$ cat src/acec_regs.svh
// register offsets, field positions and reset values of the converter control block
`ifndef ACEC_REGS_SVH
`define ACEC_REGS_SVH
// byte addresses on the apb bus
`define ACEC_OFF_PCLK_EN0 12'h000
`define ACEC_OFF_CONV_MODE0 12'h004
`define ACEC_OFF_IRQ_MASK 12'h008
`define ACEC_OFF_IRQ_REQ 12'h00C
`define ACEC_OFF_PRIO_HI 12'h010
`define ACEC_OFF_PRIO_LO 12'h014
`define ACEC_OFF_PORT2_DIR 12'h018
`define ACEC_OFF_LIMITS 12'h01C
`define ACEC_OFF_MODE2 12'h020
`define ACEC_OFF_RESULT 12'h024
// field positions
`define ACEC_BIT_CLK_GATE 5
`define ACEC_BIT_CONV_RUN 7
`define ACEC_BIT_CMP_EN 0
`define ACEC_BIT_CONV_END 0
`define ACEC_BIT_PIN_DIR 0
`define ACEC_BIT_RANGE_SEL 3
`define ACEC_BIT_HW_WAIT 6
// reset values
`define ACEC_RST_PCLK_EN0 8'h00
`define ACEC_RST_CONV_MODE0 8'h00
`define ACEC_RST_MASK 8'hFF
`define ACEC_RST_PRIO 8'hFF
`define ACEC_RST_PORT2_DIR 8'hFF
`define ACEC_RST_UPPER 8'hFF
`define ACEC_RST_LOWER 8'h00
// timing: stabilisation wait and conversion length in ns at 40 ns clock
`define ACEC_CLK_NS 40
`define ACEC_STAB_NS 1000
`define ACEC_CONV_NS 4000
`define ACEC_STAB_CYC ((`ACEC_STAB_NS + `ACEC_CLK_NS - 1) / `ACEC_CLK_NS)
`define ACEC_CONV_CYC ((`ACEC_CONV_NS + `ACEC_CLK_NS - 1) / `ACEC_CLK_NS)
`endif

$ cat src/acec_pkg.sv
// types shared by the converter control block
package acec_pkg;
   // sequencer states
   typedef enum logic [1:0] {ACEC_IDLE, ACEC_STAB, ACEC_CONV} acec_state_t;
   // apb request group
   typedef struct packed {
      logic psel;
      logic penable;
      logic pwrite;
      logic [11:0] paddr;
      logic [31:0] pwdata;
   } acec_apb_req_t;
   // apb answer group
   typedef struct packed {
      logic pready;
      logic pslverr;
      logic [31:0] prdata;
   } acec_apb_rsp_t;
endpackage

$ cat src/acec_top.sv
// converter control slice with conversion-end interrupt
`timescale 1ns/1ps
`default_nettype none
`include "acec_regs.svh"
module acec_top (
   // clock and reset
   input wire logic clk_i,
   input wire logic rst_n_i,
   // apb slave
   input wire acec_pkg::acec_apb_req_t apb_req_i,
   output acec_pkg::acec_apb_rsp_t apb_rsp_o,
   // analog core side
   input wire logic conv_done_i,
   input wire logic [9:0] conversion_result_i,
   output logic conv_clk_en_o,
   output logic comparator_en_o,
   output logic conv_busy_o,
   // shared pin
   input wire logic pin_in_i,
   output logic pin_out_o,
   output logic pin_oe_o,
   output logic pin_in_sync_o,
   // interrupt
   output logic irq_o,
   output logic [1:0] irq_prio_o
);
   import acec_pkg::*;

   // register state
   // mode, limit and range registers change only while the clock gate is on
   logic [7:0] pclk_en0_q, pclk_en0_d; // peripheral clock enable 0
   logic [7:0] mode0_q, mode0_d; // converter mode 0
   logic [7:0] mask_q, mask_d; // interrupt mask 1 high
   logic [7:0] req_q, req_d; // interrupt request 1 high
   logic [7:0] prhi_q, prhi_d; // priority upper bit register
   logic [7:0] prlo_q, prlo_d; // priority lower bit register
   logic [7:0] pdir_q, pdir_d; // port 2 direction
   logic [7:0] pout_q, pout_d; // port 2 output latch
   logic [7:0] upper_q, upper_d; // result upper limit
   logic [7:0] lower_q, lower_d; // result lower limit
   logic [7:0] mode2_q, mode2_d; // range select and trigger wait
   logic [9:0] result_q, result_d; // last conversion result
   acec_apb_rsp_t rsp_q, rsp_d; // registered bus answer
   // sequencer state
   acec_state_t st_q, st_d;
   logic [7:0] cnt_q, cnt_d;
   // synchronisers
   logic [1:0] done_sync_q;
   // edge detect resets low, the idle level of the done line, so no false edge
   logic done_prev_q;
   logic [1:0] pin_sync_q;
   // outputs
   logic irq_q, busy_q;

   // decode helpers
   logic wr_acc, rd_acc, gate_on, done_evt, in_range, raise;
   logic [7:0] wbyte;
   // registers are one byte wide; upper write bits matter only for paired words
   assign wbyte = apb_req_i.pwdata[7:0];
   // a write lands at the end of the access phase
   assign wr_acc = apb_req_i.psel & apb_req_i.penable & apb_req_i.pwrite;
   // read decode in setup, so the registered answer stands in the access phase
   assign rd_acc = apb_req_i.psel & ~apb_req_i.penable & ~apb_req_i.pwrite;
   // clock gate bit, also the write lock of the converter registers
   assign gate_on = pclk_en0_q[`ACEC_BIT_CLK_GATE];
   // conversion done pulse from core, edge of synced level
   assign done_evt = done_sync_q[1] & ~done_prev_q;
   // compare upper eight result bits against limits, inclusive
   // taken straight from the core input, which is what gets captured on done
   assign in_range = (conversion_result_i[9:2] >= lower_q) &&
                     (conversion_result_i[9:2] <= upper_q);
   // only a done seen while converting may raise the flag
   // range select zero: inside window; one: outside window
   assign raise = done_evt && (st_q == ACEC_CONV) &&
                  (mode2_q[`ACEC_BIT_RANGE_SEL] ? !in_range : in_range);

   // synchronisers, first stage read only by the second
   always_ff @(posedge clk_i or negedge rst_n_i) begin
      if (!rst_n_i) begin
         done_sync_q <= 2'h0;
         done_prev_q <= 1'b0;
         pin_sync_q <= 2'h0;
      end else begin
         // done line is asynchronous to this clock
         done_sync_q <= {done_sync_q[0], conv_done_i};
         done_prev_q <= done_sync_q[1];
         // pin likewise, two stages before any reader
         pin_sync_q <= {pin_sync_q[0], pin_in_i};
      end
   end

   // conversion sequencer next state
   always_comb begin
      st_d = st_q;
      cnt_d = cnt_q;
      // gate closed or run bit cleared stops at the next edge
      if (!gate_on || !mode0_q[`ACEC_BIT_CONV_RUN]) begin
         st_d = ACEC_IDLE;
         // a leftover count is dropped, so a restart waits in full again
         cnt_d = 8'h00;
      end else begin
         case (st_q)
            ACEC_IDLE: begin
               // hardware wait mode counts power stabilisation first
               if (mode2_q[`ACEC_BIT_HW_WAIT]) begin
                  st_d = ACEC_STAB;
                  cnt_d = 8'(`ACEC_STAB_CYC);
               end else begin
                  // software trigger converts at once
                  st_d = ACEC_CONV;
               end
            end
            ACEC_STAB: begin
               // count down the power stabilisation wait, convert at one
               if (cnt_q <= 8'h01) begin
                  st_d = ACEC_CONV;
               end else begin
                  cnt_d = cnt_q - 8'h01;
               end
            end
            ACEC_CONV: begin
               st_d = ACEC_CONV; // sequential conversion until run clears
            end
            default: begin
               // unused code falls back to idle
               st_d = ACEC_IDLE;
            end
         endcase
      end
   end

   // register file next values and bus answer
   always_comb begin
      pclk_en0_d = pclk_en0_q;
      mode0_d = mode0_q;
      mask_d = mask_q;
      req_d = req_q;
      prhi_d = prhi_q;
      prlo_d = prlo_q;
      pdir_d = pdir_q;
      pout_d = pout_q;
      upper_d = upper_q;
      lower_d = lower_q;
      mode2_d = mode2_q;
      result_d = result_q;
      rsp_d = '0;
      if (done_evt && st_q == ACEC_CONV) begin
         result_d = conversion_result_i;
      end
      // software writes, converter registers only while gated on
      if (wr_acc) begin
         case (apb_req_i.paddr)
            // the gate register itself is never locked
            `ACEC_OFF_PCLK_EN0: pclk_en0_d = wbyte;
            `ACEC_OFF_CONV_MODE0: if (gate_on) mode0_d = wbyte;
            `ACEC_OFF_MODE2: if (gate_on) mode2_d = wbyte;
            `ACEC_OFF_LIMITS: begin
               if (gate_on) begin
                  lower_d = wbyte;
                  upper_d = apb_req_i.pwdata[15:8];
               end
            end
            // interrupt and port registers sit outside the converter lock
            `ACEC_OFF_IRQ_MASK: mask_d = wbyte;
            `ACEC_OFF_IRQ_REQ: req_d = req_q & wbyte;
            `ACEC_OFF_PRIO_HI: prhi_d = wbyte;
            `ACEC_OFF_PRIO_LO: prlo_d = wbyte;
            `ACEC_OFF_PORT2_DIR: begin
               pdir_d = wbyte;
               pout_d = apb_req_i.pwdata[15:8];
            end
            default: begin
               // unmapped or read-only word: the write is dropped
               rsp_d.pslverr = 1'b0;
            end
         endcase
      end
      // hardware set wins over a same-cycle software clear
      if (raise) begin
         req_d[`ACEC_BIT_CONV_END] = 1'b1;
      end
      // reads: answer valid in access phase, one wait-free cycle
      if (apb_req_i.psel & ~apb_req_i.penable) begin
         rsp_d.pready = 1'b1;
         case (apb_req_i.paddr)
            `ACEC_OFF_PCLK_EN0: rsp_d.prdata = {24'h000000, pclk_en0_q};
            `ACEC_OFF_CONV_MODE0: begin
               // run bit reads live activity, not the stored request
               rsp_d.prdata = {24'h000000, (st_q != ACEC_IDLE), mode0_q[6:0]};
            end
            `ACEC_OFF_IRQ_MASK: rsp_d.prdata = {24'h000000, mask_q};
            `ACEC_OFF_IRQ_REQ: rsp_d.prdata = {24'h000000, req_q};
            `ACEC_OFF_PRIO_HI: rsp_d.prdata = {24'h000000, prhi_q};
            `ACEC_OFF_PRIO_LO: rsp_d.prdata = {24'h000000, prlo_q};
            `ACEC_OFF_PORT2_DIR: rsp_d.prdata = {16'h0000, pout_q, pdir_q};
            `ACEC_OFF_LIMITS: rsp_d.prdata = {16'h0000, upper_q, lower_q};
            `ACEC_OFF_MODE2: rsp_d.prdata = {24'h000000, mode2_q};
            `ACEC_OFF_RESULT: rsp_d.prdata = {22'h000000, result_q};
            default: begin
               // an unmapped word answers with an error and zero data
               rsp_d.pslverr = rd_acc | apb_req_i.pwrite; // unmapped address
            end
         endcase
      end
   end

   // state registers
   always_ff @(posedge clk_i or negedge rst_n_i) begin
      if (!rst_n_i) begin
         pclk_en0_q <= `ACEC_RST_PCLK_EN0;
         mode0_q <= `ACEC_RST_CONV_MODE0;
         // interrupt comes up masked at the lowest level
         mask_q <= `ACEC_RST_MASK;
         req_q <= 8'h00;
         prhi_q <= `ACEC_RST_PRIO;
         prlo_q <= `ACEC_RST_PRIO;
         // pin comes up as input, its buffer off
         pdir_q <= `ACEC_RST_PORT2_DIR;
         pout_q <= 8'h00;
         upper_q <= `ACEC_RST_UPPER;
         lower_q <= `ACEC_RST_LOWER;
         mode2_q <= 8'h00;
         result_q <= 10'h000;
         rsp_q <= '0;
         st_q <= ACEC_IDLE;
         cnt_q <= 8'h00;
      end else begin
         pclk_en0_q <= pclk_en0_d;
         mode0_q <= mode0_d;
         mask_q <= mask_d;
         req_q <= req_d;
         prhi_q <= prhi_d;
         prlo_q <= prlo_d;
         pdir_q <= pdir_d;
         pout_q <= pout_d;
         upper_q <= upper_d;
         lower_q <= lower_d;
         mode2_q <= mode2_d;
         result_q <= result_d;
         rsp_q <= rsp_d;
         st_q <= st_d;
         cnt_q <= cnt_d;
      end
   end

   // next values of the pin, gate and interrupt outputs
   logic clk_en_d, cmp_en_d, pin_out_d, pin_oe_d, irq_d, busy_d; // output flop inputs
   logic [1:0] prio_d; // priority code, 00 is the most urgent
   always_comb begin
      // the analog clock follows the gate bit alone
      clk_en_d = gate_on;
      // comparator stays off while the gate is closed, whatever its bit says
      cmp_en_d = gate_on & mode0_q[`ACEC_BIT_CMP_EN];
      pin_out_d = pout_q[`ACEC_BIT_PIN_DIR]; // latch value, only seen while driving
      // direction zero drives the pin, one leaves it to the analog input
      pin_oe_d = ~pdir_q[`ACEC_BIT_PIN_DIR];
      // level interrupt, held off by the mask while the flag stays pending
      irq_d = req_q[`ACEC_BIT_CONV_END] & ~mask_q[`ACEC_BIT_CONV_END];
      // upper bit from one register, lower bit from the other
      prio_d = {prhi_q[`ACEC_BIT_CONV_END], prlo_q[`ACEC_BIT_CONV_END]};
      // busy covers the stabilisation wait as well as conversion
      busy_d = (st_q != ACEC_IDLE);
   end

   // registered outputs, one flop each so nothing leaves through logic
   always_ff @(posedge clk_i or negedge rst_n_i) begin
      if (!rst_n_i) begin
         conv_clk_en_o <= 1'b0;
         comparator_en_o <= 1'b0;
         pin_out_o <= 1'b0;
         pin_oe_o <= 1'b0;
         pin_in_sync_o <= 1'b0;
         irq_q <= 1'b0;
         busy_q <= 1'b0;
         irq_prio_o <= 2'h3;
      end else begin
         conv_clk_en_o <= clk_en_d;
         comparator_en_o <= cmp_en_d;
         pin_out_o <= pin_out_d;
         pin_oe_o <= pin_oe_d;
         pin_in_sync_o <= pin_sync_q[1];
         irq_q <= irq_d;
         busy_q <= busy_d;
         irq_prio_o <= prio_d;
      end
   end

   // bus answer and the two outputs kept in internal flops
   assign apb_rsp_o = rsp_q;
   assign irq_o = irq_q;
   assign conv_busy_o = busy_q;
endmodule
`default_nettype wire

$ cat config.mk
export PLATFORM = sky130hd
export DESIGN_NAME = acec_top
export DESIGN_NICKNAME = d
export VERILOG_FILES = /design/src/acec_pkg.sv /design/src/acec_top.sv
export VERILOG_INCLUDE_DIRS = /design/src
export SDC_FILE = /design/constraint.sdc
export NUM_CORES = 1
export LEC_CHECK = 0
export ABC_AREA = 1
export BUFFER_PORTS_ARGS = -buffer_cell sky130_fd_sc_hd__buf_2
export CAP_MARGIN = 10
export CORE_AREA = 8 8 162 164
export DETAILED_ROUTE_END_ITERATION = 6
export DIE_AREA = 0 0 170 172
export GPL_TIMING_DRIVEN = 0
export PLACE_DENSITY = 0.55
export SYNTH_ARGS = -nofsm -noshare
export SYNTH_HDL_FRONTEND = slang
export SYNTH_SLANG_ARGS = --single-unit
$ cat constraint.sdc
create_clock -name clk_i -period 2.9 [get_ports clk_i]
set_input_delay 0 -clock clk_i [delete_from_list [all_inputs] [get_ports clk_i]]
set_output_delay 0 -clock clk_i [all_outputs]
set_load 0.005 [all_outputs]
---- Word level (Yosys, flattened, before mapping) ----
Index checks and enable logic that the tools add are counted.
storage, ports and cells
  word-level logic and storage cells ...... 101
  register bits after elaboration ......... 156
cells by class
  order comparisons ....................... 3
  add/subtract/negate cells ............... 1
  bitwise logic cells ..................... 14
  multiplexer cells ....................... 15
  equality and inequality tests ........... 14
  reduce and logical (&&, ||, !) cells .... 25
operator list
  kind                   number
  $pmux W16 S10          1
  $eq A12 B5 Y1 const B  4
  $mux W34               1
  $eq A12 B4 Y1 const B  2
  $eq A12 B6 Y1 const B  2
  $mux W8                3
  $pmux W8 S2            1
  $reduce_and A2 Y1      7
  $eq A12 B3 Y1 const B  1
  $logic_not A12 Y1      1
  $reduce_and A3 Y1      4
  $reduce_or A10 Y1      1
  $ne A3 B3 Y1 const B   3
  $and A8 B8 Y8          1
  $ge A8 B8 Y1           1
  $le A8 B1 Y1 const B   1
  $le A8 B8 Y1           1
  $sub A8 B1 Y8 const B  1
  $and A1 B1 Y1          7
  $mux W2                3
  $pmux W2 S3            1
  $reduce_bool A2 Y1     3
  $mux W1                5
  $not A1 Y1             5
  8 further kinds        12

---- Depth between registers and ports, before layout ----
  word-level depth ........................ 7
  gate-level depth with buffers ........... 14
  mapped depth without buffers ............ 14

---- Worst setup path after synthesis ----
OpenSTA, ideal clock, no wires.
  kind .................................... register to register
  start ................................... reg upper_q[7]
  end ..................................... reg req_q[0]
  setup time .............................. 124 ps
  path slack .............................. 1428 ps
  stages on the path, launching flop included .. 12
  clock period less this slack ............ 1472 ps
  arrival time ............................ 1348 ps
  cell sequence ........................... dfstp_2 inv_1 ha_1 nand2_1 nor2_1 nand2_1 nand2_1 nand2_1 nand2_1 nand2_1 nand3_1 nand2_1
on the way
  cells in the longest elaborated chain, start to end .. 7
ends and longest elaborated chain
  element                              RTL line         text
  start: declaration                   acec_top.sv:39   logic [7:0] upper_q, upper_d;
  start signal: assignment             acec_top.sv:220  upper_q <= `ACEC_RST_UPPER;
  start signal: assignment             acec_top.sv:236  upper_q <= upper_d;
  $le A8 B8 Y1 (*)                     acec_top.sv:71   (conversion_result_i[9:2] <= upper_q);
  $logic_and A1 B1 Y1 (*)              acec_top.sv:70   assign in_range = (conversion_result_i[9:2] >= lower_q) &&
  $logic_not A1 Y1                     acec_top.sv:75   (mode2_q[`ACEC_BIT_RANGE_SEL] ? !in_range : in_range);
  $mux W1 (*)                          acec_top.sv:75
  $logic_and A1 B1 Y1 (*)              acec_top.sv:74   assign raise = done_evt && (st_q == ACEC_CONV) &&
  $reduce_bool A2 Y1 (no source line)  n/a
  $reduce_and A2 Y1 (no source line)   n/a
  end signal: assignment               acec_top.sv:231  req_q <= req_d;
  end: declaration                     acec_top.sv:34   logic [7:0] req_q, req_d;
Mark *: on every way between the ends. The rest lies on a longest branch, timed or not.
A chain may end at the register's enable or synchronous reset.

---- Worst setup path in the final report ----
  start ................................... reg pclk_en0_q[5]
  end ..................................... reg mode2_q[6]
on the way
  cells in the longest elaborated chain, start to end .. 1
ends and longest elaborated chain
  element                             RTL line         text
  start: declaration                  acec_top.sv:31   logic [7:0] pclk_en0_q, pclk_en0_d;
  start signal: assignment            acec_top.sv:210  pclk_en0_q <= `ACEC_RST_PCLK_EN0;
  start signal: assignment            acec_top.sv:228  pclk_en0_q <= pclk_en0_d;
  $reduce_and A3 Y1 (no source line)  n/a
  end signal: assignment              acec_top.sv:238  mode2_q <= mode2_d;
  end: declaration                    acec_top.sv:41   logic [7:0] mode2_q, mode2_d;
No other way between the ends.

==> summary.txt <==
Worst setup path
  – WP data required: 3.18 ns
  – Reg2Reg Capture Point: mode2_q[6]$_DFFE_PN0P_
  – Crit start category: flip-flop
  – Worst setup path startpoint: pclk_en0_q[5]$_DFFE_PN0P_
  – Worst setup EP type: flip-flop
  – Crit path kind: flip-flop to flip-flop
  – FF-to-FF path depth: 6
  – CP Capture Point: mode2_q[6]$_DFFE_PN0P_
  – Max FO, Critical Path: 10
  – R2R setup slack: 1.00 ns
  – Worst path max stage delay: 0.47 ns
  – WP data arrival: 2.18 ns
  – FF-to-FF Start: pclk_en0_q[5]$_DFFE_PN0P_
  – Worst-path cell chain: inv_1, nor2_1, nand4_2, clkbuf_1, nand2_1, o21ai_1
  – CP max stage cell: dfrtp_1

Place
  – HPWL after DPL: 15600 um
  – Routability cong.: 0.917
  – Buffers on Ports: 71

Logic synthesis
  – Sequential share of the synthesized area: 50.9%
  – Largest cells by area after synthesis: dfrtp_1 35%, dfstp_2 16%, nand2_1 11%
  – Syn Inst Count: 826
  – Mapped Avg Cell Area: 8.46 um^2
  – Yosys top cell by area: dfrtp_1
  – Top-area cell type share of the netlist area: 35.1%
  – Distinct cells, synth: 34
  – Most numerous cell in the Yosys netlist: nand2_1
  – Synth Flop Type: dfrtp_1
  – Synth cell count leaders: 213 x nand2_1, 98 x dfrtp_1, 86 x o21ai_1
  – Synthesized cell area: 6990 um^2
  – Number of synthesized flops with an enable pin: 0
  – Async SR Flop Fraction: 100%
  – Warnings, synthesis: 0
  – Yosys reg bits: 140

STA
  – Worst hold slack: 0.0175 ns
  – Final min period: 1.90 ns
  – Max Fclk: 526 MHz
  – Final setup fails: 0
  – Slew Viols, Final: 0
  – Final hold violation count: 0
  – Setup_tns: 0 ns
  – Max-Slew Margin vs Limit: 43.9%
  – RSZ-0062 raised after global routing: false
  – Slew @ Worst Pin: 0.834 ns
  – Clock Skew: 0.0153 ns
  – Period utilization: 65.5%

CTS
  – H-tree levels: 4
  – Num CTS Buffers: 17
  – Post-CTS Setup Bufs: 0
  – CTS tree: done
  – Clk_lat worst skew: 0.43 ns
  – Root buffer cell: clkbuf_16
  – Clk pin slew, worst setup/hold paths: 0.06 ns
  – Worst-case clock buffer depth: 2
  – Sink Count: 140

Global route
  – Met2 Use GR: 24.1%
  – Initial antenna violation count: 0
  – GRT Resource Usage Total: 15.0%
  – First-pass GRT wire length: 33800 um
  – Largest net degree at the start of global routing: 76
  – Gr ovfl total: 0
  – Vias in the first global route: 5962
  – GRT busiest layer: met2
  – GR Util met3: 3.13%
  – Met1 GRT Util: 19.7%

Power and ir drop
  – P_int: 3350 uW
  – Clock share of power: 48.7%
  – VDD IR max: 0.419 mV
  – P_sw: 983 uW
  – Leak: 0.00417 uW
  – Sequential power share: 45.4%
  – Sw Share: 22.7%
  – PwrDens: 501 nW/um^2
  – Comb pwr share: 5.9%

Floorplan
  – DIE HEIGHT: 172 um
  – Die ar.: 29200 um^2
  – Die W: 170 um
  – Io pins: 104
  – Core area: 23800 um^2
  – Row cnt: 57
  – Starting Density: 29.3%

Drt
  – Vias: 6038
  – Pre-antenna DRT Iters: 5
  – DRT Wirelength: 21400 um
  – DR iter-0 viols: 594
  – # DRC: 0
  – Vias per cell: 4.67
  – Per-cell routed wire length: 16.6 um
  – Post-route antenna net violation count: 0

Layout
  – Area Growth Syn to Fin: 23.7%
  – Filler cells: 2506
  – Share of layout cells above drive strength 1: 23.2%
  – Diodes inserted: 0
  – Nets: 1039

Hold path
  – Hold depth: 5
  – Worst Hold Class: primary input to flip-flop

Run status
  – Outcome: completed

Run
  – Max-cap violations: 0
routing by layer:
metal | wire length (um) | share of wire [%]
met4 | 520 | 2.4
met5 | 0 | 0
met3 | 1160 | 5.4
met2 | 10200 | 47
met1 | 9590 | 45
final cells by class:
type	instances	area, um^2	area share, %
Tap cell	324	405	4.69
Multi-Input combinational cell	555	2840	32.8
Clock inverter	7	61.3	0.709
Buffer	50	290	3.36
Clock buffer	25	507	5.86
Timing Repair Buffer	96	629	7.28
Sequential cell	140	3560	41.1
Inverter	96	360	4.17
power groups by stage:
| stage | registers, uW | logic, uW | clock network, uW |
|---|---|---|---|
| floorplan | 2000 | 101 | 0 |
| global placement | 2000 | 222 | 0 |
| detailed placement | 2000 | 231 | 0 |
| CTS | 1970 | 257 | 2160 |
| global route | 1970 | 284 | 2240 |
| finish | 1970 | 253 | 2110 |
worst min-delay path by stage:
| stage | from | end | slack, ns |
|---|---|---|---|
| finish | apb_req_i[46] | apb_rsp_o[32]$_DFF_PN0_ | 0.02 |
| global route | apb_req_i[3] | mode2_q[3]$_DFFE_PN0P_ | 0.06 |
| CTS | apb_req_i[46] | apb_rsp_o[32]$_DFF_PN0_ | 0.01 |
| detailed placement | rst_n_i | pin_oe_o$_DFF_PN0_ | 0.05 |
| global placement | conv_done_i | done_sync_q[0]$_DFF_PN0_ | 0.12 |
| floorplan | rst_n_i | apb_rsp_o[0]$_DFF_PN0_ | -0.30 |
worst max-delay path: cells and delay by family, from the launching register on:
kind | cells | cell delay (ns)
DFF | 1 | 0.47
buffers and inverters | 2 | 0.38
AOI/OAI and AO/OA | 1 | 0.06
and+or+nand+nor | 3 | 0.84
cells in the final DEF (no fill, tap or decap), drive strengths merged:
master / count
bufinv: 1
o211ai: 2
dlygate4sd3: 24
and2: 1
nor2: 45
nand4: 70
nor3: 3
o21bai: 1
o21a: 2
a21boi: 2
nand2: 220
dfrtp: 98
xor2: 3
nand3: 42
clkinv: 7
o21ai: 101
ha: 22
conb: 16
inv: 95
nand3b: 1
o31ai: 1
a21oi: 22
clkbuf: 31
dfstp: 42
buf: 116
nor4: 1
through the flow:
stage | util, % | area, um^2 | cells | worst slack, ns | power (uW)
after floorplan | - | 7040 | 841 | 1.43 | 2100
after global placement | 32.8 | 7800 | 1236 | -0.271 | 2220
after CTS | 36.3 | 8650 | 1293 | 0.977 | 4380
after detailed placement | 32.9 | 7840 | 1237 | 1.01 | 2230
after global routing | 36.3 | 8650 | 1293 | 0.884 | 4490
final | 36.3 | 8650 | 1293 | 1.00 | 4330
cells by family (layout without fill, tap and decap cells):
kind of cell             Yosys count  in the layout  share of synthesized area, %
AO/OA/AOI/OAI                    131            131                          10.2
XOR/XNOR                           3              3                         0.376
adder cells (fa/ha/maj)           22             22                          3.94
buffers and inverters            146            274                          9.31
flip-flops                       140            140                          50.9
other                              1             16                        0.0537
AND/OR/NAND/NOR                  383            383                          25.3
flip-flops by register name, summed over array words and instances (netlist names), 2 cells and up:
signal / count
apb_rsp_o: 18
cnt_q: 8
done_sync_q: 2
irq_prio_o: 2
lower_q: 8
mask_q: 8
mode0_q: 8
mode2_q: 8
pclk_en0_q: 8
pdir_q: 8
pin_sync_q: 2
pout_q: 8
prhi_q: 8
prlo_q: 8
req_q: 8
result_q: 10
st_q: 2
upper_q: 8
repair_timing:
action	CTS	global route
hold buffers	24	0
hold endpoints to repair	96	0
resized for setup	0	0
(Power assumes the default switching activity.)
